`src/hw/operand_address_regs.vh`:
```
// constants for the operand address generator
`ifndef OPERAND_ADDRESS_REGS_VH
`define OPERAND_ADDRESS_REGS_VH

// addressing mode codes, three bits
`define MODE_INHERENT   3'h0
`define MODE_IMMEDIATE  3'h1
`define MODE_DIRECT     3'h2
`define MODE_EXTENDED   3'h3
`define MODE_INDEXED    3'h4
`define MODE_INDEXED_8  3'h5
`define MODE_INDEXED_16 3'h6
`define MODE_RELATIVE   3'h7

// instruction lengths in bytes
`define LEN_ONE   2'h1
`define LEN_TWO   2'h2
`define LEN_THREE 2'h3

// opcode classes by upper nibble
`define CLASS_BIT_BRANCH 4'h0
`define CLASS_BIT_MANIP  4'h1
`define CLASS_BRANCH     4'h2
`define CLASS_RMW_DIR    4'h3
`define CLASS_RMW_INH_A  4'h4
`define CLASS_RMW_INH_X  4'h5
`define CLASS_RMW_IX1    4'h6
`define CLASS_RMW_IX     4'h7
`define CLASS_CTRL_A     4'h8
`define CLASS_CTRL_B     4'h9
`define CLASS_IMM        4'hA
`define CLASS_DIR        4'hB
`define CLASS_EXT        4'hC
`define CLASS_IX2        4'hD
`define CLASS_IX1        4'hE
`define CLASS_IX         4'hF

// lowest page high byte
`define PAGE_ZERO_HIGH 8'h00

`endif

```
`src/hw/operand_mode_decode.v`:
```
// opcode to addressing mode and length lookup
`timescale 1ns/100ps
`include "operand_address_regs.vh"

module operand_mode_decode (
  input  wire [7:0] opcode,
  output reg  [2:0] mode,
  output reg  [1:0] length,
  output reg        bit_branch
);

  // classify by upper nibble; every class lands on one of eight modes
  always @* begin
    mode       = `MODE_INHERENT;
    length     = `LEN_ONE;
    bit_branch = 1'b0;
    case (opcode[7:4])
      `CLASS_BIT_BRANCH: begin
        mode       = `MODE_DIRECT;
        length     = `LEN_THREE;
        bit_branch = 1'b1;
      end
      `CLASS_BIT_MANIP, `CLASS_RMW_DIR, `CLASS_DIR: begin
        mode   = `MODE_DIRECT;
        length = `LEN_TWO;
      end
      `CLASS_BRANCH: begin
        mode   = `MODE_RELATIVE;
        length = `LEN_TWO;
      end
      `CLASS_RMW_INH_A, `CLASS_RMW_INH_X, `CLASS_CTRL_A, `CLASS_CTRL_B: begin
        mode   = `MODE_INHERENT;
        length = `LEN_ONE;
      end
      `CLASS_RMW_IX1, `CLASS_IX1: begin
        mode   = `MODE_INDEXED_8;
        length = `LEN_TWO;
      end
      `CLASS_RMW_IX, `CLASS_IX: begin
        mode   = `MODE_INDEXED;
        length = `LEN_ONE;
      end
      `CLASS_IMM: begin
        mode   = `MODE_IMMEDIATE;
        length = `LEN_TWO;
      end
      `CLASS_EXT: begin
        mode   = `MODE_EXTENDED;
        length = `LEN_THREE;
      end
      `CLASS_IX2: begin
        mode   = `MODE_INDEXED_16;
        length = `LEN_THREE;
      end
      default: begin
        mode   = `MODE_INHERENT;
        length = `LEN_ONE;
      end
    endcase
  end

endmodule

```
`src/hw/cpu_operand_address_generator.v`:
```
// operand address and branch target generation for the cpu
`timescale 1ns/100ps
`include "operand_address_regs.vh"

module cpu_operand_address_generator (
  input  wire        clock,
  input  wire        rst,
  input  wire        start,
  input  wire [7:0]  opcode,
  input  wire [7:0]  first_byte,
  input  wire [7:0]  second_byte,
  input  wire [7:0]  index_value,
  input  wire [15:0] opcode_pc,
  input  wire        branch_condition,
  output wire        ready,
  output reg         done,
  output reg  [2:0]  mode,
  output reg  [1:0]  length,
  output reg         address_valid,
  output reg  [15:0] operand_address,
  output reg         immediate_valid,
  output reg  [7:0]  immediate_data,
  output reg         is_branch,
  output reg         branch_when_bit_one,
  output reg         branch_when_bit_zero,
  output reg         tested_bit,
  output reg         branch_taken,
  output reg  [15:0] branch_target,
  output reg  [15:0] sequential_pc,
  output reg  [15:0] new_pc
);

  // pipeline state machine codes
  localparam [1:0] st_idle    = 2'h0;
  localparam [1:0] st_compute = 2'h1;
  localparam [1:0] st_answer  = 2'h2;

  reg  [1:0]  state;
  reg  [1:0]  next_state;

  // captured request
  reg  [7:0]  cap_opcode;
  reg  [7:0]  cap_first;
  reg  [7:0]  cap_second;
  reg  [7:0]  cap_index;
  reg  [15:0] cap_pc;
  reg         cap_condition;

  // decoder results
  wire [2:0]  dec_mode;
  wire [1:0]  dec_length;
  wire        dec_bit_branch;

  // combinational address work
  reg  [15:0] next_operand_address;
  reg         next_address_valid;
  reg         next_immediate_valid;
  reg  [7:0]  next_immediate_data;
  reg         next_is_branch;
  reg  [7:0]  displacement;
  reg  [15:0] next_sequential_pc;
  reg  [15:0] next_branch_target;
  reg         next_branch_taken;
  reg  [15:0] next_new_pc;
  reg         next_tested_bit;

  wire [15:0] sext_displacement;
  wire [8:0]  ix1_sum;
  wire [15:0] ix2_offset;
  wire [15:0] ix2_sum;
  wire [15:0] ext_address;
  wire [15:0] page_zero_first;
  wire [15:0] page_zero_index;

  // one request in flight; the fetch unit must wait while busy
  assign ready = (state == st_idle);

  // state register
  always @(posedge clock or posedge rst) begin
    if (rst) begin
      state <= st_idle;
    end else begin
      state <= next_state;
    end
  end

  // request walks idle, compute, answer and back
  always @* begin
    next_state = state;
    case (state)
      st_idle: begin
        if (start) begin
          next_state = st_compute;
        end
      end
      st_compute: begin
        next_state = st_answer;
      end
      st_answer: begin
        next_state = st_idle;
      end
      default: begin
        next_state = st_idle;
      end
    endcase
  end

  // capture the instruction bytes so later fetch traffic cannot disturb them
  always @(posedge clock or posedge rst) begin
    if (rst) begin
      cap_opcode <= 8'h00;
      cap_first  <= 8'h00;
      cap_second <= 8'h00;
    end else if (start && ready) begin
      cap_opcode <= opcode;
      cap_first  <= first_byte;
      cap_second <= second_byte;
    end
  end

  // cpu context travels with the bytes of the same request
  always @(posedge clock or posedge rst) begin
    if (rst) begin
      cap_index     <= 8'h00;
      cap_pc        <= 16'h0000;
      cap_condition <= 1'b0;
    end else if (start && ready) begin
      cap_index     <= index_value;
      cap_pc        <= opcode_pc;
      cap_condition <= branch_condition;
    end
  end

  operand_mode_decode u_decode (
    .opcode     (cap_opcode),
    .mode       (dec_mode),
    .length     (dec_length),
    .bit_branch (dec_bit_branch)
  );

  // candidate addresses, sixteen bits wide except the nine-bit ix1_sum
  assign page_zero_first = {`PAGE_ZERO_HIGH, cap_first};
  assign page_zero_index = {`PAGE_ZERO_HIGH, cap_index};
  assign ext_address     = {cap_first, cap_second};
  // nine-bit sum keeps the carry so $01FE is reachable
  assign ix1_sum         = {1'b0, cap_index} + {1'b0, cap_first};
  assign ix2_offset      = {cap_first, cap_second};
  // wraps at the top of memory like the cpu address bus
  assign ix2_sum         = ix2_offset + {8'h00, cap_index};

  // branch displacement sits after the direct address for bit branches
  always @* begin
    if (dec_bit_branch) begin
      displacement = cap_second;
    end else begin
      displacement = cap_first;
    end
  end

  // two's complement sign extension, low byte passes straight through
  assign sext_displacement[7:0] = displacement;

  // each upper bit copies the sign, so backward branches reach -128
  genvar sx;
  generate
    for (sx = 8; sx < 16; sx = sx + 1) begin : sign_copy
      assign sext_displacement[sx] = displacement[7];
    end
  endgenerate

  // operand address and immediate data per mode
  always @* begin
    next_operand_address = 16'h0000;
    next_address_valid   = 1'b0;
    next_immediate_valid = 1'b0;
    next_immediate_data  = 8'h00;
    next_is_branch       = 1'b0;
    case (dec_mode)
      `MODE_INHERENT: begin
        next_address_valid = 1'b0;
      end
      `MODE_IMMEDIATE: begin
        next_immediate_valid = 1'b1;
        next_immediate_data  = cap_first;
      end
      `MODE_DIRECT: begin
        next_operand_address = page_zero_first;
        next_address_valid   = 1'b1;
        next_is_branch       = dec_bit_branch;
      end
      `MODE_EXTENDED: begin
        next_operand_address = ext_address;
        next_address_valid   = 1'b1;
      end
      `MODE_INDEXED: begin
        next_operand_address = page_zero_index;
        next_address_valid   = 1'b1;
      end
      `MODE_INDEXED_8: begin
        next_operand_address = {7'h00, ix1_sum};
        next_address_valid   = 1'b1;
      end
      `MODE_INDEXED_16: begin
        next_operand_address = ix2_sum;
        next_address_valid   = 1'b1;
      end
      `MODE_RELATIVE: begin
        next_is_branch = 1'b1;
      end
      default: begin
        next_address_valid = 1'b0;
      end
    endcase
  end

  // pc moves past the whole instruction before displacement is added
  always @* begin
    next_sequential_pc = cap_pc + {14'h0000, dec_length};
    next_branch_target = next_sequential_pc + sext_displacement;
  end

  // only a branch with its condition true leaves the straight line
  always @* begin
    next_branch_taken = next_is_branch & cap_condition;
    if (next_branch_taken) begin
      next_new_pc = next_branch_target;
    end else begin
      next_new_pc = next_sequential_pc;
    end
  end

  // tested bit of a bit branch is the captured branch_condition, zero for other opcodes
  always @* begin
    next_tested_bit = 1'b0;
    if (dec_bit_branch) begin
      next_tested_bit = cap_condition;
    end
  end

  // answer registers load in the compute state, hold afterwards
  always @(posedge clock or posedge rst) begin
    if (rst) begin
      mode            <= `MODE_INHERENT;
      length          <= `LEN_ONE;
      address_valid   <= 1'b0;
      operand_address <= 16'h0000;
      immediate_valid <= 1'b0;
      immediate_data  <= 8'h00;
    end else if (state == st_compute) begin
      mode            <= dec_mode;
      length          <= dec_length;
      address_valid   <= next_address_valid;
      operand_address <= next_operand_address;
      immediate_valid <= next_immediate_valid;
      immediate_data  <= next_immediate_data;
    end
  end

  // branch kind and decision, loaded on the same compute edge
  always @(posedge clock or posedge rst) begin
    if (rst) begin
      is_branch            <= 1'b0;
      branch_when_bit_one  <= 1'b0;
      branch_when_bit_zero <= 1'b0;
      tested_bit           <= 1'b0;
      branch_taken         <= 1'b0;
    end else if (state == st_compute) begin
      is_branch            <= next_is_branch;
      // even opcodes branch on a one, odd ones on a zero
      branch_when_bit_one  <= dec_bit_branch & ~cap_opcode[0];
      branch_when_bit_zero <= dec_bit_branch & cap_opcode[0];
      tested_bit           <= next_tested_bit;
      branch_taken         <= next_branch_taken;
    end
  end

  // target is kept even when not taken, so the fetch unit may prefetch it
  always @(posedge clock or posedge rst) begin
    if (rst) begin
      branch_target <= 16'h0000;
    end else if (state == st_compute) begin
      branch_target <= next_branch_target;
    end
  end

  // fall-through and chosen pc for the fetch unit
  always @(posedge clock or posedge rst) begin
    if (rst) begin
      sequential_pc <= 16'h0000;
      new_pc        <= 16'h0000;
    end else if (state == st_compute) begin
      sequential_pc <= next_sequential_pc;
      new_pc        <= next_new_pc;
    end
  end

  // done pulses one cycle, together with fresh answer registers
  always @(posedge clock or posedge rst) begin
    if (rst) begin
      done <= 1'b0;
    end else begin
      done <= (state == st_compute);
    end
  end

endmodule

```
`config.mk`:
```
export PLATFORM = sky130hd
export DESIGN_NAME = cpu_operand_address_generator
export DESIGN_NICKNAME = d
export VERILOG_FILES = /design/src/hw/operand_mode_decode.v /design/src/hw/cpu_operand_address_generator.v
export VERILOG_INCLUDE_DIRS = /design/src /design/src/hw
export SDC_FILE = /design/constraint.sdc
export NUM_CORES = 1
export LEC_CHECK = 0
export ABC_AREA = 0
export BUFFER_PORTS_ARGS = -buffer_cell sky130_fd_sc_hd__buf_2
export CAP_MARGIN = 20
export CORE_MARGIN = 2
export CORE_UTILIZATION = 42
export DETAILED_ROUTE_END_ITERATION = 7
export GPL_TIMING_DRIVEN = 0
export MAX_ROUTING_LAYER = met4
export PLACE_DENSITY_LB_ADDON = 0.3
export SYNTH_ARGS = -nofsm -noshare
export SYNTH_HDL_FRONTEND = slang
export SYNTH_HIERARCHICAL = 1
export SYNTH_SLANG_ARGS = --single-unit
```
`constraint.sdc`:
```
create_clock -name clock -period 11.5 [get_ports clock]
set_input_delay 1.725 -clock clock [delete_from_list [all_inputs] [get_ports clock]]
set_output_delay 1.725 -clock clock [all_outputs]
set_load 0.005 [all_outputs]
```
==> flow_metrics.tcl, run 1 <==
set metrics [dict create \
    grt_pass1_vias 6018 \
    reg2reg_slack_ns 7.18 \
    dr.first_iter.drc_count 510 \
    status "completed" \
    seqPwrFrac 0.317 \
    critical_path.top_delay_family "compound AO/OA/AOI/OAI gates" \
    crit_start "cap_opcode[4]$_DFFE_PP0P_" \
    worstPathCellList "nor4_1, buf_1, mux2_2, fa_1, a21o_1, a221oi_2, o211ai_1, a41o_1, o41ai_1, nor2_1" \
    final_common_cell "nand2_1" \
    clk_latency_ns 0.44 \
    cts-root-buf "clkbuf_16" \
    synth_area_mm2 0.00742 \
    critical_path_class "register to register" \
    yosys_warnings 6 \
    post-route-cell-area_mm2 0.00898 \
    dp_hpwl_um 15800 \
    rows 48 \
    die_area_mm2 0.0187 \
    htreeDepth 4 \
    nets 1006 \
    grt_usage 0.244 \
    period_needed_ns 4.32 \
    die_w_um 137 \
    final_util 0.519 \
    dpl-instance-area_mm2 0.00840 \
    grt_first_pass_wirelength_um 33100 \
    vdd_drop_max_mv 0.132 \
    avgSynthCellArea_um2 9.72 \
    layout.cells.non_filler 1155 \
    start_util 0.429 \
    clock.fmax_ghz 0.231 \
    cp_num_buf_inv 1 \
    path_clk_slew_ns 0.06 \
    power_density_mw_per_mm2 271 \
    reg2regPathDepth 10 \
    cp_slowest_cell "nor4_1" \
    placedCellCount 1123 \
    combPwrFrac 0.460 \
    drcViolationCount 0 \
    vias 6316 \
    synth_fp_nets 852 \
    routed_wl_um 21200 \
    power_frac_clock 0.223 \
    p_sw_frac 0.406 \
    cts_tree "yes" \
    setup-violations-final 0 \
    post-route-period-util 0.376 \
    ant_nets 0 \
    final_hold_viol_count 0 \
    synthCells 763 \
    r2r-end "new_pc[12]$_DFFE_PP0P_" \
    overflow 0 \
    critPathCapture "new_pc[12]$_DFFE_PP0P_" \
    critPathRequiredTime_ns 11.80 \
    tightest_slew_ns 0.987 \
    antenna_found_initial 0 \
    numCtsBuffers 17 \
    gp_congestion 0.923 \
    regToRegStartpoint "cap_opcode[4]$_DFFE_PP0P_" \
    finalMaxSlewViolations 0 \
    core_area_mm2 0.0173 \
    whs_path_depth 2 \
    p_int_mw 1.44 \
    setup_tns_ns 0 \
    hp-class "register to register" \
    cts.repair.resized 0 \
    max_stage_delay_ns 0.80 \
    cts_sinks 133 \
    worstPathMaxFanout 10 \
    drv_cap 0 \
    fp.dieH_um 137 \
    drtPass1Iterations 5 \
    layout_common_cells "nand2_1, buf_2, dfrtp_1" \
    critPathLaunchType "register" \
    post_drt_via_cell_ratio 5.47 \
    power_leakage_nw 4.34 \
    syn2layout_area_growth_pct 21.1 \
    drive_gt1_frac 0.254 \
    ios 138 \
    diodes 0 \
    cts_hold_buf 0 \
    wl_per_cell_um 18.4 \
    arrival_ns 4.62 \
    p_sw_uw 986 \
    fin_worst_skew_ns 0.0147 \
    grt_max_degree 88 \
    port_buffers 134 \
    cts_buffer_depth 2 \
    relSlewSlack 0.339 \
    cts_setup_buffers 0 \
    end_kind "register" \
    path_depth 10 \
    rsz0062_at_grt "false" \
]
==> layer usage <==
metal / routed length (um) / vias to the layer above / part of all wire / GRT usage
li1: - / 3021 / - / -
met1: 10200 / 3069 / 0.48 / 0.350
met2: 9510 / 207 / 0.45 / 0.354
met3: 1280 / 19 / 0.060 / 0.0411
met4: 268 / 0 / 0.013 / 0.0739
met5: 0 / - / 0 / -
==> stage by stage <==
stage / setup slack (ns) / power (mW) / hold WS, ns
CTS: 7.34 / 2.43 / 0.465
global route: 7.00 / 2.60 / 0.495
floorplan: 6.22 / 1.52 / 0.448
detailed placement: 7.38 / 1.88 / 0.455
global placement: 4.67 / 1.86 / 0.456
finish: 7.18 / 2.43 / 0.464
==> power groups by stage <==
stage	Sequential, mW	Clock [mW]	Combinational, mW
finish	0.769	0.543	1.12
global placement	0.776	0	1.08
detailed placement	0.776	0	1.10
floorplan	0.749	0	0.766
CTS	0.769	0.550	1.11
global route	0.790	0.570	1.24
==> cell type report <==
type,instances,area (um2)
fill,1652,8310
multi-input combinational,579,3880
sequential,133,3330
timing repair buffer,135,698
clock buffer,18,429
tap,225,282
buffer,40,161
clock inverter,14,151
inverter,11,46.3
==> flip-flops by register name (all words and copies together), names as in the netlist, 2 cells and up <==
name,flops
sequential_pc,16
state,2
mode,3
operand_address,16
branch_target,16
cap_opcode,5
immediate_data,8
cap_index,8
length,2
cap_second,8
cap_first,8
new_pc,16
cap_pc,16
==> tightest hold or removal path, stage by stage, from the launching register on <==
cell and delay (ns):
dfstp_2 0.37, nand2_1 0.05, nand2_1 0.04
==> worst min-delay path by stage <==
stage,start,endpoint,slack (ns)
global placement,length[0]$_DFFE_PP1P_,length[0]$_DFFE_PP1P_,0.46
CTS,length[0]$_DFFE_PP1P_,length[0]$_DFFE_PP1P_,0.46
floorplan,length[0]$_DFFE_PP1P_,length[0]$_DFFE_PP1P_,0.45
finish,length[0]$_DFFE_PP1P_,length[0]$_DFFE_PP1P_,0.46
global route,branch_target[13]$_DFFE_PP0P_,branch_target[13]$_DFFE_PP0P_,0.49
detailed placement,length[0]$_DFFE_PP1P_,length[0]$_DFFE_PP1P_,0.46
No activity file was read; power rests on OpenSTA's default activity.
==> inputs of run 2 (changes only) <==
==> constraint.sdc (replaced) <==
create_clock -name clock -period 3.8 [get_ports clock]
set_input_delay 0.57 -clock clock [delete_from_list [all_inputs] [get_ports clock]]
set_output_delay 0.57 -clock clock [all_outputs]
set_load 0.005 [all_outputs]
==> run 2 against run 1 <==
Net effect: die area did not move; core utilization rose by 1.6 points; total power grew to 3.1 times the previous value; register-to-register slack lost 7.1 ns.
==> flow_metrics.tcl, run 2 (same netlist as run 1, synthesis figures left out) <==
set metrics [dict create \
    dr.first_iter.drc_count 534 \
    die_area_mm2 0.0187 \
    fillers 1604 \
    grt_usage 0.244 \
    drtPass1Iterations 5 \
    clock.fmax_ghz 0.272 \
    drv_cap 0 \
    arrival_ns 4.00 \
    power_leakage_nw 4.45 \
    power_mw 7.61 \
    drive_gt1_frac 0.288 \
    overflow 0 \
    setup-violations-final 0 \
    end_kind "register" \
    max_stage_delay_ns 0.49 \
    finalMaxSlewViolations 0 \
    fin_worst_skew_ns 0.0109 \
    cts_sinks 133 \
    port_buffers 134 \
    routed_wl_um 21600 \
    gp_congestion 0.924 \
    clk_latency_ns 0.43 \
    setup_ws_ns 0.118 \
    rows 48 \
    numCtsBuffers 17 \
    use_met1 0.353 \
    cts_buffer_depth 2 \
    cts_tree "yes" \
    post-route-period-util 0.969 \
    cp_slowest_cell "fa_1" \
    drcViolationCount 0 \
    htreeDepth 4 \
    period_needed_ns 3.68 \
    start_util 0.429 \
    worstPathMaxFanout 10 \
    grt-busiest-layer "met1" \
    path_clk_slew_ns 0.06 \
    dp_hpwl_um 16000 \
    ios 138 \
    final_common_cell "nand2_1" \
    ant_nets 0 \
    fp.dieH_um 137 \
    vdd_drop_max_mv 0.383 \
    critPathRequiredTime_ns 4.12 \
    layout_common_cells "nand2_1, buf_2, dfrtp_1" \
    setup_tns_ns 0 \
    grt_max_degree 42 \
    post_drt_via_cell_ratio 5.54 \
    relSlewSlack 0.404 \
    cts_hold_buf 0 \
    syn2layout_area_growth_pct 24.8 \
    hp-class "input port to asynchronous set/reset pin" \
    power_density_mw_per_mm2 822 \
    final_hold_viol_count 0 \
    grt_pass1_vias 6147 \
    place_ws_ns -0.415 \
    grt_first_pass_wirelength_um 33400 \
    status "completed" \
    antenna_found_initial 0 \
    vias 6449 \
    cts-root-buf "clkbuf_16" \
    tightest_slew_ns 0.890 \
    diodes 0 \
    grt_util_met2 0.342 \
    worstPathCellList "buf_12, nor4_4, buf_6, mux2_2, fa_1, a21o_1, a221oi_4, o211ai_1, a311oi_2, mux2i_1, nand2_1" \
    critical_path_class "register to register" \
    wl_per_cell_um 18.5 \
    use_met3 0.0441 \
    core_area_mm2 0.0173 \
    die_w_um 137 \
    nets 1016 \
    critPathLaunchType "register" \
]
## run 2: changes by cell type in the layout (fill, tap and decap cells not counted), sizes merged
cell	previous run	this run
inv	14	15
clkinv	4	3
buf	144	154
## run 2: worst paths after layout
kind	cells past startpoint	startpoint	to	slack, ns
max in group asynchronous	3	rst	length[0]$_DFFE_PP1P_	2.95
worst max-delay path	11	cap_opcode[4]$_DFFE_PP0P_	new_pc[14]$_DFFE_PP0P_	0.12
min in group clock	2	opcode_pc[10]	cap_pc[10]$_DFFE_PP0P_	0.36
worst min-delay path	2	rst	branch_target[9]$_DFFE_PP0P_	0.19
worst min register to register	2	length[0]$_DFFE_PP1P_	length[0]$_DFFE_PP1P_	0.46
worst max register to register	11	cap_opcode[4]$_DFFE_PP0P_	new_pc[14]$_DFFE_PP0P_	0.12
## run 2: cell type report
cell class | count | area, um2 | share of cell area
multi-input cells | 579 | 4040 | 0.436
flip-flops and latches | 133 | 3330 | 0.360
repair buffers | 145 | 803 | 0.0867
clock buffers | 18 | 439 | 0.0474
well taps | 225 | 282 | 0.0304
plain buffers | 40 | 169 | 0.0182
clock inverters | 14 | 149 | 0.0161
inverters | 11 | 45.0 | 0.00486
## run 2: critical path, delay by kind of cell, from the launching register on
family | cells | cell delay [ns]
buffers and inverters | 2 | 0.36
flip-flops | 1 | 0.45
multiplexers | 2 | 0.62
adder cells (fa/ha/maj) | 1 | 0.49
AND/OR/NAND/NOR | 2 | 0.48
AO/OA/AOI/OAI | 4 | 1.18
## run 2: report_power, final
part	internal, mW	switching [mW]	total, mW
logic	1.62	1.98	3.60
clock network	0.988	0.679	1.67
registers	1.92	0.423	2.34
total	4.53	3.09	7.61
## run 2: per-stage QoR
step | cells | hold slack, ns | area (um2) | utilization
after global placement | 1122 | 0.455 | 8370 | 0.484
after detailed placement | 1125 | 0.450 | 8430 | 0.488
after global routing | 1165 | 0.224 | 9260 | 0.535
after floorplan | 763 | 0.448 | 7420 | -
after CTS | 1157 | 0.191 | 9070 | 0.524
final | 1165 | 0.194 | 9260 | 0.535
## run 2: metal layers
layer / wire [um] / part of all wire
met3: 1370 / 0.063
met5: 0 / 0
met4: 444 / 0.021
met1: 10400 / 0.48
met2: 9420 / 0.44
## run 2: what timing repair did
action                                  CTS  global route
buffers inserted                          0             8
pin swaps                                 1             8
gates resized for setup                  11            20
endpoints found under the setup margin   14             8
